==> src/core/ptb_params.svh <==
`ifndef PTB_PARAMS_SVH
`define PTB_PARAMS_SVH

// Counter and data widths
`define PTB_CW 16
`define PTB_NW 4
`define PTB_AW 12
`define PTB_DW 32

// Register byte offsets
`define PTB_CTRL_OFF 12'h000
`define PTB_TBDIV_OFF 12'h004
`define PTB_WPTL_OFF 12'h008
`define PTB_BTTL_OFF 12'h00C
`define PTB_BTTH_OFF 12'h010
`define PTB_BTN_OFF 12'h014
`define PTB_AGTL_OFF 12'h018
`define PTB_AGTH_OFF 12'h01C
`define PTB_STAT_OFF 12'h020
`define PTB_WPEL_OFF 12'h024
`define PTB_BTEL_OFF 12'h028
`define PTB_AGEL_OFF 12'h02C

// Control register fields
`define PTB_RET_WP 0
`define PTB_RET_BT 1
`define PTB_RET_AG 2
`define PTB_SRC_WPTL 3
`define PTB_SRC_BTTL 4
`define PTB_SRC_BTTH 5
`define PTB_SRC_AGTL 6
`define PTB_SRC_AGTH 7
`define PTB_CTRL_W 8

// Reset values
`define PTB_CTRL_RST 8'h00
`define PTB_TBDIV_RST 16'h0000
`define PTB_DUR_RST 16'h000A
`define PTB_N_RST 4'h1
`define PTB_N_MIN 4'h1
`define PTB_N_MAX 4'h9

`endif

==> src/core/ptb_pkg.sv <==
package ptb_pkg;

    typedef enum logic [2:0] {
        WP_IDLE = 3'b001,
        WP_PULSE = 3'b010,
        WP_HOLD = 3'b100
    } ptb_wp_state_t;

    typedef enum logic [2:0] {
        BT_IDLE = 3'b001,
        BT_LOW = 3'b010,
        BT_HIGH = 3'b100
    } ptb_bt_state_t;

    typedef enum logic [2:0] {
        AG_OFF = 3'b001,
        AG_HIGH = 3'b010,
        AG_LOW = 3'b100
    } ptb_ag_state_t;

endpackage : ptb_pkg

==> src/core/ptb_phase_tmr.sv <==
`timescale 1ns/10ps
`include "ptb_params.svh"

module ptb_phase_tmr
    import ptb_pkg::*;
(
    input wire logic core_clk_i,
    input wire logic rstn_i,
    input wire logic tick_i,
    input wire logic run_i,
    input wire logic clear_i,
    input wire logic lose_i,
    input wire logic phase_hi_i,
    input wire logic sel_lo_i,
    input wire logic sel_hi_i,
    input wire logic [`PTB_CW-1:0] lo_const_i,
    input wire logic [`PTB_CW-1:0] hi_const_i,
    input wire logic [`PTB_CW-1:0] lo_ext_i,
    input wire logic [`PTB_CW-1:0] hi_ext_i,
    output logic [`PTB_CW-1:0] elapsed_o,
    output logic expired_o
);

    logic [`PTB_CW-1:0] elapsed_reg;
    logic [`PTB_CW-1:0] elapsed_next;
    wire [`PTB_CW-1:0] dur_lo = sel_lo_i ? lo_ext_i : lo_const_i; // [RULE_11]
    wire [`PTB_CW-1:0] dur_hi = sel_hi_i ? hi_ext_i : hi_const_i; // [RULE_11]
    wire [`PTB_CW-1:0] dur = phase_hi_i ? dur_hi : dur_lo;
    wire expired = (elapsed_reg >= dur);
    wire advance = run_i & tick_i & ~expired; // [RULE_12]

    // Power loss without retention wipes the accumulated time
    assign elapsed_next = (clear_i | lose_i) ? '0 : // [RULE_10]
                          advance ? elapsed_reg + 1'b1 : elapsed_reg;

    always_ff @(posedge core_clk_i or negedge rstn_i) begin
        if (!rstn_i) begin
            elapsed_reg <= '0;
        end else begin
            elapsed_reg <= elapsed_next;
        end
    end

    assign elapsed_o = elapsed_reg;
    assign expired_o = expired;

endmodule : ptb_phase_tmr

==> src/core/ptb_timer_blocks.sv <==
// Overview of operation
// RULE_01: Pulse output rises on high trigger; elapsed time starts from zero.
// RULE_02: Pulse output clears when elapsed time reaches the low phase time.
// RULE_03: Pulse timer output clears at once when trigger falls early.
// RULE_04: Burst trigger rising edge starts low phase, then output high phase.
// RULE_05: Burst repeats the low-high cycle the set count, one to nine.
// RULE_06: New burst edge zeroes elapsed time and restarts the sequence.
// RULE_07: Burst wipe input forces output low and clears elapsed time.
// RULE_08: Enabled free-running generator alternates high and low phases.
// RULE_09: Polarity flip inverts free-running output only while enabled.
// RULE_10: Each block retains or clears output and elapsed time on power loss.
// RULE_11: Each duration comes from a constant or another block's live value.
// RULE_12: Timers step per tick; disabled generator stays low and cleared.
`timescale 1ns/10ps
`include "ptb_params.svh"

module ptb_timer_blocks
    import ptb_pkg::*;
(
    input wire logic core_clk_i,
    input wire logic rstn_i,
    input wire logic psel,
    input wire logic penable,
    input wire logic pwrite,
    input wire logic [`PTB_AW-1:0] paddr,
    input wire logic [`PTB_DW-1:0] pwdata,
    output logic [`PTB_DW-1:0] prdata,
    output logic pready,
    output logic pslverr,
    input wire logic power_loss_i,
    input wire logic wp_trigger_i,
    input wire logic bt_trigger_i,
    input wire logic bt_wipe_i,
    input wire logic ag_enable_i,
    input wire logic ag_polarity_flip_i,
    input wire logic [`PTB_CW-1:0] wp_low_ext_i,
    input wire logic [`PTB_CW-1:0] bt_low_ext_i,
    input wire logic [`PTB_CW-1:0] bt_high_ext_i,
    input wire logic [`PTB_CW-1:0] ag_low_ext_i,
    input wire logic [`PTB_CW-1:0] ag_high_ext_i,
    output logic wp_pulse_o,
    output logic bt_pulse_o,
    output logic ag_pulse_o
);

    // Configuration registers
    logic [`PTB_CTRL_W-1:0] ctrl_reg;
    logic [`PTB_CW-1:0] tb_div_reg;
    logic [`PTB_CW-1:0] wp_low_reg;
    logic [`PTB_CW-1:0] bt_low_reg;
    logic [`PTB_CW-1:0] bt_high_reg;
    logic [`PTB_NW-1:0] bt_total_reg;
    logic [`PTB_CW-1:0] ag_low_reg;
    logic [`PTB_CW-1:0] ag_high_reg;
    logic [`PTB_DW-1:0] prdata_reg;

    // Timebase
    logic [`PTB_CW-1:0] tb_cnt_reg;
    logic [`PTB_CW-1:0] tb_cnt_next;

    // Block state
    ptb_wp_state_t wp_state_reg;
    ptb_wp_state_t wp_state_next;
    ptb_bt_state_t bt_state_reg;
    ptb_bt_state_t bt_state_next;
    ptb_ag_state_t ag_state_reg;
    ptb_ag_state_t ag_state_next;
    logic [`PTB_NW-1:0] bt_done_reg;
    logic [`PTB_NW-1:0] bt_done_next;
    logic bt_trig_prev_reg;
    logic wp_out_reg;
    logic wp_out_next;
    logic bt_out_reg;
    logic bt_out_next;
    logic ag_out_reg;
    logic ag_out_next;
    logic wp_clear;
    logic bt_clear;
    logic ag_clear;

    logic [`PTB_CW-1:0] wp_elapsed;
    logic [`PTB_CW-1:0] bt_elapsed;
    logic [`PTB_CW-1:0] ag_elapsed;
    logic wp_expired;
    logic bt_expired;
    logic ag_expired;

    // APB decode
    wire setup_ph = psel & ~penable;
    wire access_ph = psel & penable;
    wire wr_en = access_ph & pwrite;
    wire hit_ctrl = (paddr == `PTB_CTRL_OFF);
    wire hit_tbdiv = (paddr == `PTB_TBDIV_OFF);
    wire hit_wptl = (paddr == `PTB_WPTL_OFF);
    wire hit_bttl = (paddr == `PTB_BTTL_OFF);
    wire hit_btth = (paddr == `PTB_BTTH_OFF);
    wire hit_btn = (paddr == `PTB_BTN_OFF);
    wire hit_agtl = (paddr == `PTB_AGTL_OFF);
    wire hit_agth = (paddr == `PTB_AGTH_OFF);
    wire hit_stat = (paddr == `PTB_STAT_OFF);
    wire hit_wpel = (paddr == `PTB_WPEL_OFF);
    wire hit_btel = (paddr == `PTB_BTEL_OFF);
    wire hit_agel = (paddr == `PTB_AGEL_OFF);
    wire hit_any = hit_ctrl | hit_tbdiv | hit_wptl | hit_bttl | hit_btth |
                   hit_btn | hit_agtl | hit_agth | hit_stat | hit_wpel |
                   hit_btel | hit_agel;

    // Pulse count kept inside one through nine
    wire [`PTB_NW-1:0] n_wr = pwdata[`PTB_NW-1:0];
    wire [`PTB_NW-1:0] n_clamped = // [RULE_05]
        (n_wr < `PTB_N_MIN) ? `PTB_N_MIN :
        (n_wr > `PTB_N_MAX) ? `PTB_N_MAX : n_wr;

    wire [`PTB_DW-1:0] status_word = {{(`PTB_DW-`PTB_NW-4){1'b0}},
                                      bt_done_reg, 1'b0,
                                      ag_out_reg, bt_out_reg, wp_out_reg};

    wire [`PTB_DW-1:0] rd_mux =
        hit_ctrl ? {{(`PTB_DW-`PTB_CTRL_W){1'b0}}, ctrl_reg} :
        hit_tbdiv ? {{(`PTB_DW-`PTB_CW){1'b0}}, tb_div_reg} :
        hit_wptl ? {{(`PTB_DW-`PTB_CW){1'b0}}, wp_low_reg} :
        hit_bttl ? {{(`PTB_DW-`PTB_CW){1'b0}}, bt_low_reg} :
        hit_btth ? {{(`PTB_DW-`PTB_CW){1'b0}}, bt_high_reg} :
        hit_btn ? {{(`PTB_DW-`PTB_NW){1'b0}}, bt_total_reg} :
        hit_agtl ? {{(`PTB_DW-`PTB_CW){1'b0}}, ag_low_reg} :
        hit_agth ? {{(`PTB_DW-`PTB_CW){1'b0}}, ag_high_reg} :
        hit_stat ? status_word :
        hit_wpel ? {{(`PTB_DW-`PTB_CW){1'b0}}, wp_elapsed} :
        hit_btel ? {{(`PTB_DW-`PTB_CW){1'b0}}, bt_elapsed} :
        hit_agel ? {{(`PTB_DW-`PTB_CW){1'b0}}, ag_elapsed} :
        '0;

    assign pready = 1'b1;
    assign pslverr = access_ph & ~hit_any;
    assign prdata = prdata_reg;

    always_ff @(posedge core_clk_i or negedge rstn_i) begin
        if (!rstn_i) begin
            prdata_reg <= '0;
        end else if (setup_ph) begin
            prdata_reg <= rd_mux;
        end
    end

    always_ff @(posedge core_clk_i or negedge rstn_i) begin
        if (!rstn_i) begin
            ctrl_reg <= `PTB_CTRL_RST;
            tb_div_reg <= `PTB_TBDIV_RST;
            wp_low_reg <= `PTB_DUR_RST;
            bt_low_reg <= `PTB_DUR_RST;
            bt_high_reg <= `PTB_DUR_RST;
            bt_total_reg <= `PTB_N_RST;
            ag_low_reg <= `PTB_DUR_RST;
            ag_high_reg <= `PTB_DUR_RST;
        end else if (wr_en) begin
            if (hit_ctrl) ctrl_reg <= pwdata[`PTB_CTRL_W-1:0];
            if (hit_tbdiv) tb_div_reg <= pwdata[`PTB_CW-1:0];
            if (hit_wptl) wp_low_reg <= pwdata[`PTB_CW-1:0];
            if (hit_bttl) bt_low_reg <= pwdata[`PTB_CW-1:0];
            if (hit_btth) bt_high_reg <= pwdata[`PTB_CW-1:0];
            if (hit_btn) bt_total_reg <= n_clamped;
            if (hit_agtl) ag_low_reg <= pwdata[`PTB_CW-1:0];
            if (hit_agth) ag_high_reg <= pwdata[`PTB_CW-1:0];
        end
    end

    // Common timebase tick
    wire tick = (tb_cnt_reg >= tb_div_reg); // [RULE_12]
    assign tb_cnt_next = tick ? '0 : tb_cnt_reg + 1'b1;

    always_ff @(posedge core_clk_i or negedge rstn_i) begin
        if (!rstn_i) begin
            tb_cnt_reg <= '0;
        end else begin
            tb_cnt_reg <= tb_cnt_next;
        end
    end

    // Power loss handling per block
    wire wp_lose = power_loss_i & ~ctrl_reg[`PTB_RET_WP]; // [RULE_10]
    wire bt_lose = power_loss_i & ~ctrl_reg[`PTB_RET_BT]; // [RULE_10]
    wire ag_lose = power_loss_i & ~ctrl_reg[`PTB_RET_AG]; // [RULE_10]

    // Single pulse timer
    always_comb begin
        wp_state_next = wp_state_reg;
        wp_out_next = wp_out_reg;
        wp_clear = 1'b0;
        case (wp_state_reg)
            WP_IDLE: begin
                if (wp_trigger_i) begin
                    wp_state_next = WP_PULSE;
                    wp_out_next = 1'b1; // [RULE_01]
                    wp_clear = 1'b1; // [RULE_01]
                end
            end
            WP_PULSE: begin
                if (!wp_trigger_i) begin
                    wp_state_next = WP_IDLE;
                    wp_out_next = 1'b0; // [RULE_03]
                end else if (wp_expired) begin
                    wp_state_next = WP_HOLD;
                    wp_out_next = 1'b0; // [RULE_02]
                end
            end
            WP_HOLD: begin
                if (!wp_trigger_i) begin
                    wp_state_next = WP_IDLE;
                end
            end
            default: begin
                wp_state_next = WP_IDLE;
                wp_out_next = 1'b0;
            end
        endcase
        if (wp_lose) begin
            wp_state_next = WP_HOLD; // [RULE_10]
            wp_out_next = 1'b0; // [RULE_10]
        end
    end

    // Burst generator
    wire bt_edge = bt_trigger_i & ~bt_trig_prev_reg; // [RULE_04]
    wire [`PTB_NW-1:0] bt_done_inc = bt_done_reg + 1'b1;

    always_comb begin
        bt_state_next = bt_state_reg;
        bt_out_next = bt_out_reg;
        bt_done_next = bt_done_reg;
        bt_clear = 1'b0;
        case (bt_state_reg)
            BT_IDLE: begin
                bt_out_next = 1'b0;
            end
            BT_LOW: begin
                if (bt_expired) begin
                    bt_state_next = BT_HIGH;
                    bt_out_next = 1'b1; // [RULE_04]
                    bt_clear = 1'b1;
                end
            end
            BT_HIGH: begin
                if (bt_expired) begin
                    bt_out_next = 1'b0;
                    bt_clear = 1'b1;
                    bt_done_next = bt_done_inc;
                    if (bt_done_inc >= bt_total_reg) begin // [RULE_05]
                        bt_state_next = BT_IDLE;
                    end else begin
                        bt_state_next = BT_LOW; // [RULE_05]
                    end
                end
            end
            default: begin
                bt_state_next = BT_IDLE;
                bt_out_next = 1'b0;
            end
        endcase
        if (bt_edge) begin
            bt_state_next = BT_LOW; // [RULE_04] [RULE_06]
            bt_out_next = 1'b0;
            bt_done_next = '0;
            bt_clear = 1'b1; // [RULE_06]
        end
        if (bt_wipe_i | bt_lose) begin
            bt_state_next = BT_IDLE; // [RULE_07] [RULE_10]
            bt_out_next = 1'b0; // [RULE_07]
            bt_done_next = '0;
            bt_clear = 1'b1; // [RULE_07]
        end
    end

    // Free-running asymmetric generator
    always_comb begin
        ag_state_next = ag_state_reg;
        ag_clear = 1'b0;
        case (ag_state_reg)
            AG_OFF: begin
                ag_clear = 1'b1;
                if (ag_enable_i) begin
                    ag_state_next = AG_HIGH;
                end
            end
            AG_HIGH: begin
                if (ag_expired) begin
                    ag_state_next = AG_LOW; // [RULE_08]
                    ag_clear = 1'b1;
                end
            end
            AG_LOW: begin
                if (ag_expired) begin
                    ag_state_next = AG_HIGH; // [RULE_08]
                    ag_clear = 1'b1;
                end
            end
            default: begin
                ag_state_next = AG_OFF;
                ag_clear = 1'b1;
            end
        endcase
        if (!ag_enable_i | ag_lose) begin
            ag_state_next = AG_OFF; // [RULE_12] [RULE_10]
            ag_clear = 1'b1; // [RULE_12]
        end
        // Inversion only acts on a running generator
        if (ag_state_next == AG_OFF) begin
            ag_out_next = 1'b0; // [RULE_09] [RULE_12]
        end else begin
            ag_out_next = (ag_state_next == AG_HIGH) ^
                          ag_polarity_flip_i; // [RULE_09]
        end
    end

    always_ff @(posedge core_clk_i or negedge rstn_i) begin
        if (!rstn_i) begin
            wp_state_reg <= WP_IDLE;
            bt_state_reg <= BT_IDLE;
            ag_state_reg <= AG_OFF;
            bt_done_reg <= '0;
            bt_trig_prev_reg <= 1'b0;
            wp_out_reg <= 1'b0;
            bt_out_reg <= 1'b0;
            ag_out_reg <= 1'b0;
        end else begin
            wp_state_reg <= wp_state_next;
            bt_state_reg <= bt_state_next;
            ag_state_reg <= ag_state_next;
            bt_done_reg <= bt_done_next;
            bt_trig_prev_reg <= bt_trigger_i;
            wp_out_reg <= wp_out_next;
            bt_out_reg <= bt_out_next;
            ag_out_reg <= ag_out_next;
        end
    end

    assign wp_pulse_o = wp_out_reg;
    assign bt_pulse_o = bt_out_reg;
    assign ag_pulse_o = ag_out_reg;

    // Phase timers
    ptb_phase_tmr u_wp_tmr (
        .core_clk_i(core_clk_i),
        .rstn_i(rstn_i),
        .tick_i(tick),
        .run_i(wp_state_reg == WP_PULSE),
        .clear_i(wp_clear),
        .lose_i(wp_lose),
        .phase_hi_i(1'b0),
        .sel_lo_i(ctrl_reg[`PTB_SRC_WPTL]),
        .sel_hi_i(ctrl_reg[`PTB_SRC_WPTL]),
        .lo_const_i(wp_low_reg),
        .hi_const_i(wp_low_reg),
        .lo_ext_i(wp_low_ext_i),
        .hi_ext_i(wp_low_ext_i),
        .elapsed_o(wp_elapsed),
        .expired_o(wp_expired)
    );

    ptb_phase_tmr u_bt_tmr (
        .core_clk_i(core_clk_i),
        .rstn_i(rstn_i),
        .tick_i(tick),
        .run_i(bt_state_reg != BT_IDLE),
        .clear_i(bt_clear),
        .lose_i(bt_lose),
        .phase_hi_i(bt_state_reg == BT_HIGH),
        .sel_lo_i(ctrl_reg[`PTB_SRC_BTTL]),
        .sel_hi_i(ctrl_reg[`PTB_SRC_BTTH]),
        .lo_const_i(bt_low_reg),
        .hi_const_i(bt_high_reg),
        .lo_ext_i(bt_low_ext_i),
        .hi_ext_i(bt_high_ext_i),
        .elapsed_o(bt_elapsed),
        .expired_o(bt_expired)
    );

    ptb_phase_tmr u_ag_tmr (
        .core_clk_i(core_clk_i),
        .rstn_i(rstn_i),
        .tick_i(tick),
        .run_i(ag_state_reg != AG_OFF),
        .clear_i(ag_clear),
        .lose_i(ag_lose),
        .phase_hi_i(ag_state_reg == AG_HIGH),
        .sel_lo_i(ctrl_reg[`PTB_SRC_AGTL]),
        .sel_hi_i(ctrl_reg[`PTB_SRC_AGTH]),
        .lo_const_i(ag_low_reg),
        .hi_const_i(ag_high_reg),
        .lo_ext_i(ag_low_ext_i),
        .hi_ext_i(ag_high_ext_i),
        .elapsed_o(ag_elapsed),
        .expired_o(ag_expired)
    );

endmodule : ptb_timer_blocks

==> config.mk <==
export PLATFORM = sky130hd
export DESIGN_NAME = ptb_timer_blocks
export DESIGN_NICKNAME = d
export VERILOG_FILES = /design/src/core/ptb_pkg.sv /design/src/core/ptb_phase_tmr.sv /design/src/core/ptb_timer_blocks.sv
export VERILOG_INCLUDE_DIRS = /design/src /design/src/core
export SDC_FILE = /design/constraint.sdc
export NUM_CORES = 1
export LEC_CHECK = 0
export ABC_CLOCK_PERIOD_IN_PS = 9300
export BUFFER_PORTS_ARGS = -buffer_cell sky130_fd_sc_hd__buf_2
export CORE_AREA = 8 8 184 186
export DETAILED_ROUTE_END_ITERATION = 8
export DIE_AREA = 0 0 192 194
export MAX_ROUTING_LAYER = met4
export PLACE_DENSITY = 0.68
export SLEW_MARGIN = 20
export SYNTH_ARGS = -nofsm -noshare
export SYNTH_HDL_FRONTEND = slang
export SYNTH_HIERARCHICAL = 1
export SYNTH_SLANG_ARGS = --single-unit
==> constraint.sdc <==
create_clock -name core_clk_i -period 9.3 [get_ports core_clk_i]
set_clock_uncertainty 0.15 [all_clocks]
set_input_delay 1.395 -clock core_clk_i [delete_from_list [all_inputs] [get_ports core_clk_i]]
set_output_delay 1.395 -clock core_clk_i [all_outputs]
set_load 0.05 [all_outputs]
; ---- Word-level counts from Yosys, hierarchy flattened
; Index checks and enable logic that the tools add are counted.
[word_totals]
input_bits = 135
out_inout_bits = 37
reg_bits = 221
word_cells = 195
[classes]
n_eq_ne = 31
n_bitwise = 40
magnitude_cmp = 7
addsub = 5
muxes = 69
reduce_logical = 22
[op_table]
columns = operator, count
row1 = 16-bit 2-to-1 mux, 26
row2 = "16-bit by 1-bit adder with 16-bit output, second input constant", 4
row3 = 16-bit >= comparator, 4
row4 = "12-bit by 5-bit equality test with 1-bit output, second input constant", 4
row5 = "12-bit by 6-bit equality test with 1-bit output, second input constant", 4
row6 = 3-bit 2-to-1 mux, 13
row7 = 3-bit one-hot mux with 3 select lines, 3
row8 = "12-bit by 4-bit equality test with 1-bit output, second input constant", 2
row9 = 4-bit 2-to-1 mux, 6
row10 = 2-bit AND reduction, 10
row11 = 1-bit 2-to-1 mux, 18
row12 = 1-bit OR, 16
row13 = 1-bit bitwise AND, 14
row14 = "12-bit by 3-bit equality test with 1-bit output, second input constant", 1
row15 = "3-bit by 1-bit equality test with 1-bit output, second input constant", 4
row16 = "3-bit by 2-bit equality test with 1-bit output, second input constant", 4
row17 = 12-bit logical NOT, 1
row18 = "3-bit equality test, second input constant", 3
row19 = 1-bit inverter, 9
row20 = 3-bit AND reduction, 3
row21 = "4-bit inequality test, second input constant", 2
row22 = "3-bit by 1-bit inequality test with 1-bit output, second input constant", 2
row23 = "3-bit by 2-bit inequality test with 1-bit output, second input constant", 2
row24 = 2-bit nonzero test, 3
row25 = other kinds (14), 16

; ---- Logic depth before layout (Yosys ltp)
; Gate-level depths: netlist of the first run.
[depth]
ltp_word = 14
mapped_depth = 17
ltp_nobuf = 15

; ---- Hierarchy
; Netlist of the first run, hierarchy kept.
[by_module_without_submodules]
columns = mod, cells_each, instances, area_each_um2
row1 = ptb_timer_blocks, 857, 1, 8765.9
row2 = ptb_phase_tmr (u_ag_tmr ...), 211, 2, 1786.7
row3 = ptb_phase_tmr (u_bt_tmr), 197, 1, 1735.4

; ---- Least setup slack after synthesis of the first run
; No wires, ideal clock.
[synth_path]
kind = input port to flip-flop
startpoint = in ag_high_ext_i[9]
endpoint = reg u_ag_tmr.elapsed_reg[0] (netlist: u_ag_tmr/elapsed_o[0])
path_slack_ns = 4.687
required_ns = 9.072
stages = 13
setup_time_ns = 0.078
n_path_buf = 2
arrival_time_ns = 4.385
path_cell_list = mux2_2 a21oi_1 ha_1 a21oi_2 nor2_1 a311o_2 nor4_4 inv_2 or4_1 or2_2 buf_1 clkbuf_1 a21oi_1
[synth_between]
elab_chain_cells = 8
[synth_lines]
columns = element, line_no
row1 = start: declaration, ptb_timer_blocks.sv:40  ; input wire logic [`PTB_CW-1:0] ag_high_ext_i,
row2 = 16-bit 2-to-1 mux *, ptb_phase_tmr.sv:27  ; wire [`PTB_CW-1:0] dur_hi = sel_hi_i ? hi_ext_i : hi_const_i;
row3 = 16-bit 2-to-1 mux *, ptb_phase_tmr.sv:28  ; wire [`PTB_CW-1:0] dur = phase_hi_i ? dur_hi : dur_lo;
row4 = 16-bit >= comparator *, ptb_phase_tmr.sv:29  ; wire expired = (elapsed_reg >= dur);
row5 = named net ag_expired, ptb_timer_blocks.sv:86  ; logic ag_expired;
row6 = 1-bit 2-to-1 mux *, "ptb_timer_blocks.sv:285, ptb_timer_blocks.sv:291"
row7 = 1-bit 2-to-1 mux *, -
row8 = 1-bit 2-to-1 mux *, ptb_timer_blocks.sv:301  ; if (!ag_enable_i | ag_lose) begin
row9 = named net ag_clear, ptb_timer_blocks.sv:79  ; logic ag_clear;
row10 = 1-bit OR *, ptb_phase_tmr.sv:33  ; assign elapsed_next = (clear_i | lose_i) ? '0 :
row11 = 16-bit 2-to-1 mux / 2-bit nonzero test (equally long branches), -
row12 = end signal: assignment, ptb_phase_tmr.sv:40  ; elapsed_reg <= elapsed_next;
row13 = end: declaration, ptb_phase_tmr.sv:24  ; logic [`PTB_CW-1:0] elapsed_reg;
; The timed path passes the listed nets; every way through them passes the cells marked *.
; A chain may end at the register's enable or synchronous reset.

; ---- Final worst setup path of the first run
[layout_path]
startpoint = in paddr[11]
endpoint = out pslverr
[layout_between]
elab_chain_cells = 14
[layout_lines]
columns = element, line_no
row1 = start: declaration, ptb_timer_blocks.sv:25  ; input wire logic [`PTB_AW-1:0] paddr,
row2 = 12-bit by 3-bit equality test with 1-bit output (no line) / 12-bit logical NOT (equally long branches), -
row3 = 1-bit OR (5 in series), ptb_timer_blocks.sv:104  ; wire hit_any = hit_ctrl | hit_tbdiv | hit_wptl | hit_bttl | hit_btth |
row4 = 1-bit OR (5 in series), ptb_timer_blocks.sv:105  ; hit_btn | hit_agtl | hit_agth | hit_stat | hit_wpel |
row5 = 1-bit OR *, ptb_timer_blocks.sv:106  ; hit_btel | hit_agel;
row6 = 1-bit inverter *, ptb_timer_blocks.sv:134  ; assign pslverr = access_ph & ~hit_any;
row7 = 1-bit bitwise AND *, ptb_timer_blocks.sv:134
row8 = end: declaration, ptb_timer_blocks.sv:29  ; output logic pslverr,
; Mark *: on every way between the ends. The rest lies on a longest branch, timed or not.

==> run metrics, run 1 <==
crit path DAT=3.23 ns; CTS buffer count=25; ANT nets after route=0; Distinct cells, synth=80; Post-CTS Setup Repair Bufs=0; Seq/Total Area, Yosys=0.366; Critical Path End Type=primary output; Root Buffer=clkbuf_16; Sink Count=205; hold path endpoint=prdata[6]; delay-heaviest family, CP=simple AND/OR/NAND/NOR gates; r2r startpoint=ctrl_reg[6]; crit start category=primary input; Cells after DPL=1954; critical path's slowest cell=nor3_1; Port-buffer cells=between 100 and 150; Crit Path Class=in -> out; utilization after layout=0.510; Syn Inst Count=around 1500; 1st-iter DRT viols=roughly 1300; Rows=65; Vias=12286; WL/cell=around 23 um; DR pass1 iterations=5; area grow syn2layout=12.5%; largest net degree at the start of global routing=77; reg2reg end=u_ag_tmr/elapsed_o[2]; max cap viols=0; Finished Cell Area=15800 sq um; pwr dens=about 130 nW/um^2; Slew Viols, Final=0; Syn Area/Cell=9.54 sq um; min Tclk post-route=4.77 ns; nets=1788; GRT overflow=0; die area=37200 sq um; crit-path most repeated cell=buf_2; LEAKAGE=~7 nW; routed wire length=47000 um; post_cts resized=0; worst min path class=reg -> reg; Die Y-Extent=between 150 and 200 um; Max Root-Sink Buffers=3; HP Start=prdata[6]; Placed Area=15000 sq um; Hold Path Depth=2; residual DRC count=0; Boundary Pins=between 150 and 200; first-pass GRT wire length=70000 um; vias in the first global route=11745; CTS tree=done; worst endpoint required time=roughly 7.8 ns; Post-synth EDFFs=0; Initial Utilization=0.453; maximum vdd drop=0.000111 V; H-tree depth=1; Placer Congestion=0.947; chip width=around 190 um; Core Area=31100 sq um; Synth Flop Type=dfrtp_1; Total Power=just over 2 mW; number of synthesized register bits=205; commonest cells after routing, fill and taps aside=dfrtp_1 (191), nor2_1 (149), a21oi_1 (146), buf_2 (137), mux2_2 (124); mapped cell area=between 10000 and 15000 sq um; # hold bufs at CTS=0; crit-path max FO=9; Synth warnings=6; post-route insts no fill=2000; Synth async-reset ratio=1.00; latest clock arrival within the worst-skew pair=approximately 0.52 ns; clk slew on worst S/H paths=~0.060 ns; worst-margin pin slew=around 1.1 ns; Finish-stage setup viols=0; max_slew headroom=0.271; Reg2Reg Depth=13; drt via density=6.14; Overall Global Routing Usage=0.250; slowest stage delay, CP=0.49 ns; TNS Setup=0 ns; Hold Violations, Final=0; RSZ-0062 raised after global routing=false; Post-DP HPWL=about 35000 um; share of cells above drive strength 1=0.245; final critical-path share of the clock period=0.513; initial antenna violation count=5; status=complete, no violations; CP cell instances=buf_2, nor4_4, nand2_1, nor3_1, a21oi_1, buf_2; r2r setup slk=between 4 and 5 ns; Max Freq=roughly 0.21 GHz; most common cell after layout, fill and taps aside=dfrtp_1; Buf/Inv on CP=2
cells in the mapped netlist (all sizes together), types with 6 or more instances:
cell,number,area (sq um)
dfrtp,191,4780
nor2,153,579
mux2,152,1710
a21oi,148,748
o21ai,86,430
nand2,78,298
ha,73,913
mux2i,61,611
buf,47,284
clkbuf,47,176
inv,42,158
nand3,40,213
nand4,23,144
nor2b,20,125
nor3,19,155
or4,19,143
a31oi,18,143
and3,17,106
xnor2,17,149
nand2b,16,123
or3,16,100
xor2,15,131
dfstp,14,368
o22ai,14,87.6
o31ai,13,97.6
a21o,11,82.6
a22oi,11,82.6
nor4,11,148
and2,9,56.3
or2,9,56.3
a211oi,8,60.1
o211ai,7,52.6
a41o,6,60.1
nor4b,6,71.3
metal layers:
metal,vias up,part of all wire,global-route usage
met4,0,0.036,0.0863
met2,592,0.43,0.355
li1,5595,-,-
met5,-,0,-
met3,101,0.098,0.0534
met1,5998,0.44,0.348
layout make-up:
type,count,area [sq um]
timing repair buffer,152,825
clock inverter,5,60.1
antenna,1,2.50
sequential,205,5150
multi-input combinational,1154,8390
fill,2895,15200
tap,402,503
clock buffer,39,758
inverter,42,158
worst max path at each step:
stage / startpoint / to / slack [ns] / depth (start not counted)
after global placement: ag_high_ext_i[9] / u_ag_tmr/elapsed_o[15] / 4.35 / 13
after detailed placement: ag_high_ext_i[9] / u_ag_tmr/elapsed_o[2] / 4.32 / 13
after floorplan: ag_high_ext_i[9] / u_ag_tmr/elapsed_o[0] / 4.69 / 13
after CTS: paddr[11] / pslverr / 4.61 / 6
final: paddr[11] / pslverr / 4.53 / 6
after global routing: ctrl_reg[6] / u_ag_tmr/elapsed_o[15] / 4.44 / 13
worst min-delay path, stage by stage, from the launching register on:
cell and delay, ns:
dfrtp_1 0.34, nand2_1 0.04, o21ai_0 0.06
cell families after synthesis:
group | Yosys count | share of synthesized area
other | 2 | 0.000534
and+or+nand+nor | 448 | 0.172
AOI/OAI and AO/OA | 361 | 0.159
DFF | 205 | 0.366
adders and majority gates | 73 | 0.0649
buffers and inverters | 137 | 0.0447
muxes | 218 | 0.173
xor gates and xnor gates | 32 | 0.0199
power by group:
group          switching (mW)  total [mW]  internal [mW]
Clock                   0.389       0.976          0.586
Combinational           0.136       0.187         0.0515
Sequential            0.00694       0.907          0.900
Total                   0.532        2.07           1.54
stage by stage:
| step | setup WS, ns | hold WS (ns) |
|---|---|---|
| after detailed placement | 4.32 | 0.327 |
| final | 4.53 | 0.336 |
| after floorplan | 4.69 | 0.318 |
| after global placement | 4.35 | 0.317 |
| after CTS | 4.61 | 0.341 |
| after global routing | 4.44 | 0.371 |
Note: power is estimated with default switching activity, not from simulation.
==> run 2: changes to the inputs <==
--- a/config.mk
+++ b/config.mk
@@ -6,13 +6,13 @@
 export SDC_FILE = /design/constraint.sdc
 export NUM_CORES = 1
 export LEC_CHECK = 0
-export ABC_CLOCK_PERIOD_IN_PS = 9300
+export ABC_CLOCK_PERIOD_IN_PS = 3950
 export BUFFER_PORTS_ARGS = -buffer_cell sky130_fd_sc_hd__buf_2
 export CORE_AREA = 8 8 184 186
 export DETAILED_ROUTE_END_ITERATION = 8
 export DIE_AREA = 0 0 192 194
 export MAX_ROUTING_LAYER = met4
-export PLACE_DENSITY = 0.68
+export PLACE_DENSITY = 0.71
 export SLEW_MARGIN = 20
 export SYNTH_ARGS = -nofsm -noshare
 export SYNTH_HDL_FRONTEND = slang
==> constraint.sdc (replaced) <==
create_clock -name core_clk_i -period 3.95 [get_ports core_clk_i]
set_clock_uncertainty 0.15 [all_clocks]
set_input_delay 0.5925 -clock core_clk_i [delete_from_list [all_inputs] [get_ports core_clk_i]]
set_output_delay 0.5925 -clock core_clk_i [all_outputs]
set_load 0.05 [all_outputs]
==> run 2 against run 1 <==
Net effect:
- register-to-register slack worse by 4.5 ns
- clock-buffer cell count unchanged
- highest routed layer unchanged
- combinational power up 140%
- critical path type is now reg -> reg
==> run metrics, run 2 (same netlist as run 1, synthesis figures left out) <==
Sink Count=205 (unchanged); CTS tree=done; crit-path max FO=16 (+7); n_diodes=0 (-1); Post-DP HPWL=36600 um (+3.3%); Crit Path Class=reg -> reg; 1st-iter DRT viols=1372 (+7.2%); pwr dens=294 nW/um^2 (+120%); Cells after DPL=1982 (+1.4%); Max Root-Sink Buffers=3 (unchanged); chip width=192 um (unchanged); nets=1817 (+1.6%); clk slew on worst S/H paths=0.05 ns (about the same); residual DRC count=0 (unchanged); most common cell after layout, fill and taps aside=dfrtp_1; Placer Congestion=0.996 (+5.2%); worst-margin pin slew=0.838 ns (-0.255 ns); ANT nets after route=0 (unchanged); routed wire length=47800 um (+1.7%); commonest cells after routing, fill and taps aside=dfrtp_1 (190), nor2_1 (149), a21oi_1 (146), buf_2 (137), mux2_2 (124); max_slew headroom=0.440 (+0.169); Overall Global Routing Usage=0.258 (+0.00780); vias in the first global route=12206 (+3.9%); Initial Utilization=0.453 (unchanged); maximum vdd drop=0.000227 V (+110%); share of cells above drive strength 1=0.257 (+0.0121); RSZ-0062 raised after global routing=false; worst endpoint required time=4.23 ns (-3.53 ns); TNS Setup=0 ns (unchanged); Routed met2 length=20600 um (+2.1%); Routed met1 length=20100 um (-1.7%); final critical-path share of the clock period=0.943; Finish-stage setup viols=0 (unchanged); Die Y-Extent=194 um (unchanged); Max Used Layer=met4; DR WL met3=5270 um (+14%); die area=37200 sq um (unchanged); initial antenna violation count=2 (-3); drt via density=6.19 (+0.70%); Max Freq=between 0.2 and 0.3 GHz; Slew Viols, Final=0 (unchanged); crit start category=flip-flop; min Tclk post-route=approximately 3.7 ns; DR pass1 iterations=8 (+3); LEAKAGE=7.19 nW (+1.6%); largest net degree at the start of global routing=71 (-7.8%); post-route insts no fill=2029 (+1.5%); Boundary Pins=172 (unchanged); utilization after layout=0.517 (+0.00705); CTS buffer count=24 (-4.0%); Hold Worst Slack=0.0475 ns (-0.289 ns); status=complete, no violations; Critical Path End Type=flip-flop; Port-buffer cells=138 (unchanged); worst min path class=in -> reg; Core Area=31100 sq um (unchanged); H-tree depth=1 (unchanged); area grow syn2layout=14.1%; max cap viols=0 (unchanged); Hold Violations, Final=0 (unchanged); first-pass GRT wire length=72600 um (+3.6%); Root Buffer=clkbuf_16; Vias=12551 (+2.2%); latest clock arrival within the worst-skew pair=0.53 ns (about the same); GRT overflow=0 (unchanged); Rows=65 (unchanged); WL/cell=23.6 um (+0.27%); crit path DAT=4.01 ns (+0.78 ns)
==> run 2: metrics by stage <==
step / instance area (sq um) / setup slack, ns / total power [mW]
after floorplan: 14200 / 0.0136 / 2.41
after global placement: 15300 / 0.160 / 2.60
after detailed placement: 15300 / 0.119 / 2.61
after CTS: 16000 / 0.0906 / 4.72
after global routing: 16100 / 0.00313 / 4.86
final: 16100 / 0.224 / 4.72
==> run 2: power breakdown <==
part           internal (mW)  total [mW]  leakage, nW  switching [mW]
Combinational          0.126       0.445         4.16           0.319
Clock                   1.25        2.14        0.360           0.887
Sequential              2.12        2.14         2.68          0.0162
Total                   3.50        4.72         7.19            1.22
==> run 2: cell type report <==
| class | instances | area, sq um |
|---|---|---|
| Clock buffer | 39 | 688 |
| Clock inverter | 5 | 50.0 |
| Fill cell | 2876 | 15000 |
| Inverter | 42 | 158 |
| Multi-Input combinational cell | 1154 | 8420 |
| Sequential cell | 205 | 5150 |
| Tap cell | 402 | 503 |
| Timing Repair Buffer | 182 | 1090 |
==> run 2: path summary, 6_finish.rpt <==
| path | from | to | cells past startpoint | slack [ns] |
|---|---|---|---|---|
| max | bt_state_reg[1] | u_bt_tmr/elapsed_o[6] | 14 | 0.22 |
| min | bt_trigger_i | bt_trig_prev_reg | 1 | 0.05 |
| min reg2reg | prdata[6] | prdata[6] | 2 | 0.35 |
| max reg2reg | bt_state_reg[1] | u_bt_tmr/elapsed_o[6] | 14 | 0.22 |
| min in group asynchronous | rstn_i | tb_div_reg[13] | 2 | 0.48 |
| max in group asynchronous | rstn_i | ctrl_reg[6] | 3 | 2.19 |
==> run 2: per-layer routing <==
| metal | GRT usage | vias to the layer above |
|---|---|---|
| met4 | 0.0911 | 0 |
| met2 | 0.375 | 683 |
| met5 | - | - |
| li1 | - | 5663 |
| met1 | 0.352 | 6096 |
| met3 | 0.0534 | 109 |
==> run 2: critical path, stage by stage (launching register included) <==
cell and delay [ns]:
dfrtp_1 0.40, nand2b_1 0.27, nor2_4 0.24, buf_4 0.23
nor2_1 0.07, a21oi_1 0.20, ha_1 0.30, a211oi_1 0.37
nor2_1 0.15, a31oi_4 0.24, nand3b_1 0.21, nand2b_1 0.20
o211ai_1 0.11, or2_4 0.33, a21oi_1 0.17
==> run 2: repair_timing <==
item	in CTS	in global routing
endpoints found under the setup margin	0	35
gates resized for setup	0	9
hold buffers	1	0
setup buffers	0	2
endpoints found under the hold margin	57	0
==> run 3: changes to the inputs <==
--- a/config.mk
+++ b/config.mk
@@ -8,12 +8,12 @@
 export LEC_CHECK = 0
 export ABC_CLOCK_PERIOD_IN_PS = 3950
 export BUFFER_PORTS_ARGS = -buffer_cell sky130_fd_sc_hd__buf_2
-export CORE_AREA = 8 8 184 186
+export CORE_AREA = 8 8 193 195
 export DETAILED_ROUTE_END_ITERATION = 8
-export DIE_AREA = 0 0 192 194
+export DIE_AREA = 0 0 201 203
 export MAX_ROUTING_LAYER = met4
-export PLACE_DENSITY = 0.71
-export SLEW_MARGIN = 20
+export PLACE_DENSITY = 0.65
+export SLEW_MARGIN = 15
 export SYNTH_ARGS = -nofsm -noshare
 export SYNTH_HDL_FRONTEND = slang
 export SYNTH_HIERARCHICAL = 1
==> constraint.sdc (replaced) <==
create_clock -name core_clk_i -period 3.95 [get_ports core_clk_i]
set_clock_uncertainty 0.15 [all_clocks]
set_input_delay 0.395 -clock core_clk_i [delete_from_list [all_inputs] [get_ports core_clk_i]]
set_output_delay 0.395 -clock core_clk_i [all_outputs]
set_load 0.05 [all_outputs]
==> run 3 against run 2 <==
Net effect:
- the run now ends with negative hold slack left
- flip-flop and latch count is the same
- fmax about the same
- register-to-register slack barely moved
- via count fell by 1.7%
- final area grew 1.2%
- die area grew 9.5%
- sequential share of layout area fell by 0.36 points
- wire length rose by 1.1%
- utilization decreased by 4.1 points
- combinational power is 0.9% higher
- critical path depth did not move
==> run metrics, run 3 (same netlist as run 1, synthesis figures left out) <==
commonest cells after routing, fill and taps aside=dfrtp_1 (187), nor2_1 (149), a21oi_1 (146), buf_2 (137), mux2_2 (124); latest clock arrival within the worst-skew pair=0.53 ns (about the same); Sink Count=205 (unchanged); critical path's slowest cell=dfstp_2; min Tclk post-route=3.73 ns (+0.00291 ns); worst min path class=in -> reg; max cap viols=0 (unchanged); crit start category=flip-flop; Buf/Inv on CP=2 (+1); Rows=68 (+4.6%); Slew Viols, Final=0 (unchanged); Initial Utilization=0.413 (-0.0405); Root Buffer=clkbuf_16; Psw=1.26 mW (+3.1%); share of cells above drive strength 1=0.262 (+0.00505); crit path DAT=4.02 ns (about the same); Hold Violations, Final=1 (+1); TNS Setup=0 ns (unchanged); worst endpoint required time=4.24 ns (about the same); failing checks=negative hold slack; DR pass1 iterations=7 (-1); combinational share of power=0.091 (-0.003); Critical Path End Type=flip-flop; vias in the first global route=12112 (-0.77%); Layout fillers=3214 (+12%); max_slew headroom=0.313 (-0.127); Reg power frac=0.433 (-0.019); Post-DP HPWL=37100 um (+1.5%); Port-buffer cells=138 (unchanged); die area=40800 sq um (+9.5%); initial antenna violation count=0 (-2); WL/cell=23.2 um (-1.7%); ANT nets after route=0 (unchanged); Finished Cell Area=16300 sq um (+1.2%); pwr dens=303 nW/um^2 (+3.3%); clock group share of total power=0.476 (+0.023); H-tree depth=1 (unchanged); Max Freq=0.268 GHz (about the same); worst-margin pin slew=1.03 ns (+0.188 ns); hold path endpoint=bt_state_reg[0]; most common cell after layout, fill and taps aside=dfrtp_1; CP cell instances=nand2b_1, nor2_4, a211oi_1, a21oi_1, ha_1, nand2b_4, a2111oi_4, nor4_2, nor4_4, inv_2, or4_1, or2_4, buf_4, a21oi_1; 1st-iter DRT viols=1202 (-12%); CTS tree=done; slowest stage delay, CP=0.52 ns (+0.12 ns); nets=1821 (+0.22%); Overall Global Routing Usage=0.236 (-0.0217); r2r startpoint=ag_state_reg[0]; Hold Path Depth=3 (+2); Vias=12341 (-1.7%); Placed Area=15400 sq um (+0.75%); Crit Path Class=reg -> reg; crit-path max FO=8 (-8); final critical-path share of the clock period=0.944 (about the same); n_diodes=0 (unchanged); reg2reg end=u_ag_tmr/elapsed_o[12]; drt via density=5.92 (-4.3%); Boundary Pins=172 (unchanged); clk slew on worst S/H paths=0.06 ns (about the same); CTS buffer count=24 (unchanged); Max Root-Sink Buffers=3 (unchanged); maximum vdd drop=0.000281 V (+24%); Internal Power=3.67 mW (+5.0%); Reg2Reg Depth=14 (unchanged); LEAKAGE=7.25 nW (+0.77%); largest net degree at the start of global routing=123 (+73%); first-pass GRT wire length=73100 um (+0.67%); Placer Congestion=0.949 (-4.8%); Hold Worst Slack=-0.00115 ns (-0.0487 ns); status=finished, violations left; residual DRC count=0 (unchanged); delay-heaviest family, CP=simple AND/OR/NAND/NOR gates; r2r setup slk=0.22 ns (about the same); GRT overflow=0 (unchanged); stages on the worst setup path=14 (unchanged); Cells after DPL=2038 (+2.8%); chip width=201 um (+4.7%); routed wire length=48300 um (+1.1%); Finish-stage setup viols=0 (unchanged); Die Y-Extent=203 um (+4.6%); HP Start=bt_wipe_i; Sw Ratio=0.256 (-0.00339); Core Area=34100 sq um (+9.8%); area grow syn2layout=15.5%; crit-path most repeated cell=a21oi_1; post-route insts no fill=2085 (+2.8%); RSZ-0062 raised after global routing=false
[run 3: changes by cell type in the layout (fill, tap and decap cells not counted), sizes merged]
cell         previous run  this run
dlygate4sd3             1         3
clkinvlp                0         2
bufinv                  1         3
clkbuf                 40        35
buf                   180       182
[run 3: through the flow]
step	power, mW	setup slack [ns]	util
6_report	4.93	0.221	0.476
5_1_grt	5.07	0.00703	0.476
4_1_cts	4.94	0.107	0.476
3_5_place_dp	2.61	-0.00135	0.451
3_3_place_gp	2.61	0.0544	0.451
2_1_floorplan	2.41	0.0136	-
[run 3: routing by layer]
layer / part of all wire / wire, um / vias to the layer above / GRT usage
met5: 0 / 0 / - / -
met1: 0.44 / 21400 / 6002 / 0.319
met2: 0.44 / 21100 / 596 / 0.352
li1: - / - / 5659 / -
met4: 0.028 / 1370 / 0 / 0.0717
met3: 0.092 / 4430 / 84 / 0.0516
[run 3: power by group through the flow]
stage / Clock [mW] / Combinational [mW] / Sequential [mW]
CTS: 2.36 / 0.444 / 2.13
global route: 2.45 / 0.480 / 2.13
detailed placement: 0 / 0.440 / 2.17
finish: 2.35 / 0.449 / 2.13
global placement: 0 / 0.436 / 2.17
floorplan: 0 / 0.203 / 2.21
[run 3: worst max path at each step]
stage,slack [ns],end,startpoint
detailed placement,-0.001,u_ag_tmr/elapsed_o[12],ag_state_reg[0]
CTS,0.11,u_ag_tmr/elapsed_o[12],ag_state_reg[0]
finish,0.22,u_ag_tmr/elapsed_o[12],ag_state_reg[0]
global placement,0.05,u_ag_tmr/elapsed_o[12],ag_state_reg[0]
floorplan,0.01,u_bt_tmr/elapsed_o[11],bt_state_reg[1]
global route,0.007,u_bt_tmr/elapsed_o[12],bt_state_reg[1]
[run 3: what timing repair did]
item,in CTS,in global routing
setup buffers,0,1
setup endpoints to repair,2,28
gates resized for setup,1,6
pin swaps,0,1
hold buffers,3,0
endpoints found under the hold margin,18,0
[run 3: cell type report]
cell class	count	area, sq um	area share
sequential	205	5150	0.317
clock buffer	34	699	0.0430
timing repair buffer	186	1150	0.0711
tap	455	569	0.0350
inverter	42	158	0.00970
multi-input combinational	1154	8390	0.516
clock inverter	9	125	0.00770
[run 3: tightest hold or removal path: cells and delay by family]
| family | cells | cell delay, ns |
|---|---|---|
| AO/OA/AOI/OAI | 1 | 0.09 |
| buffers and inverters | 1 | 0.08 |
| AND/OR/NAND/NOR | 1 | 0.06 |
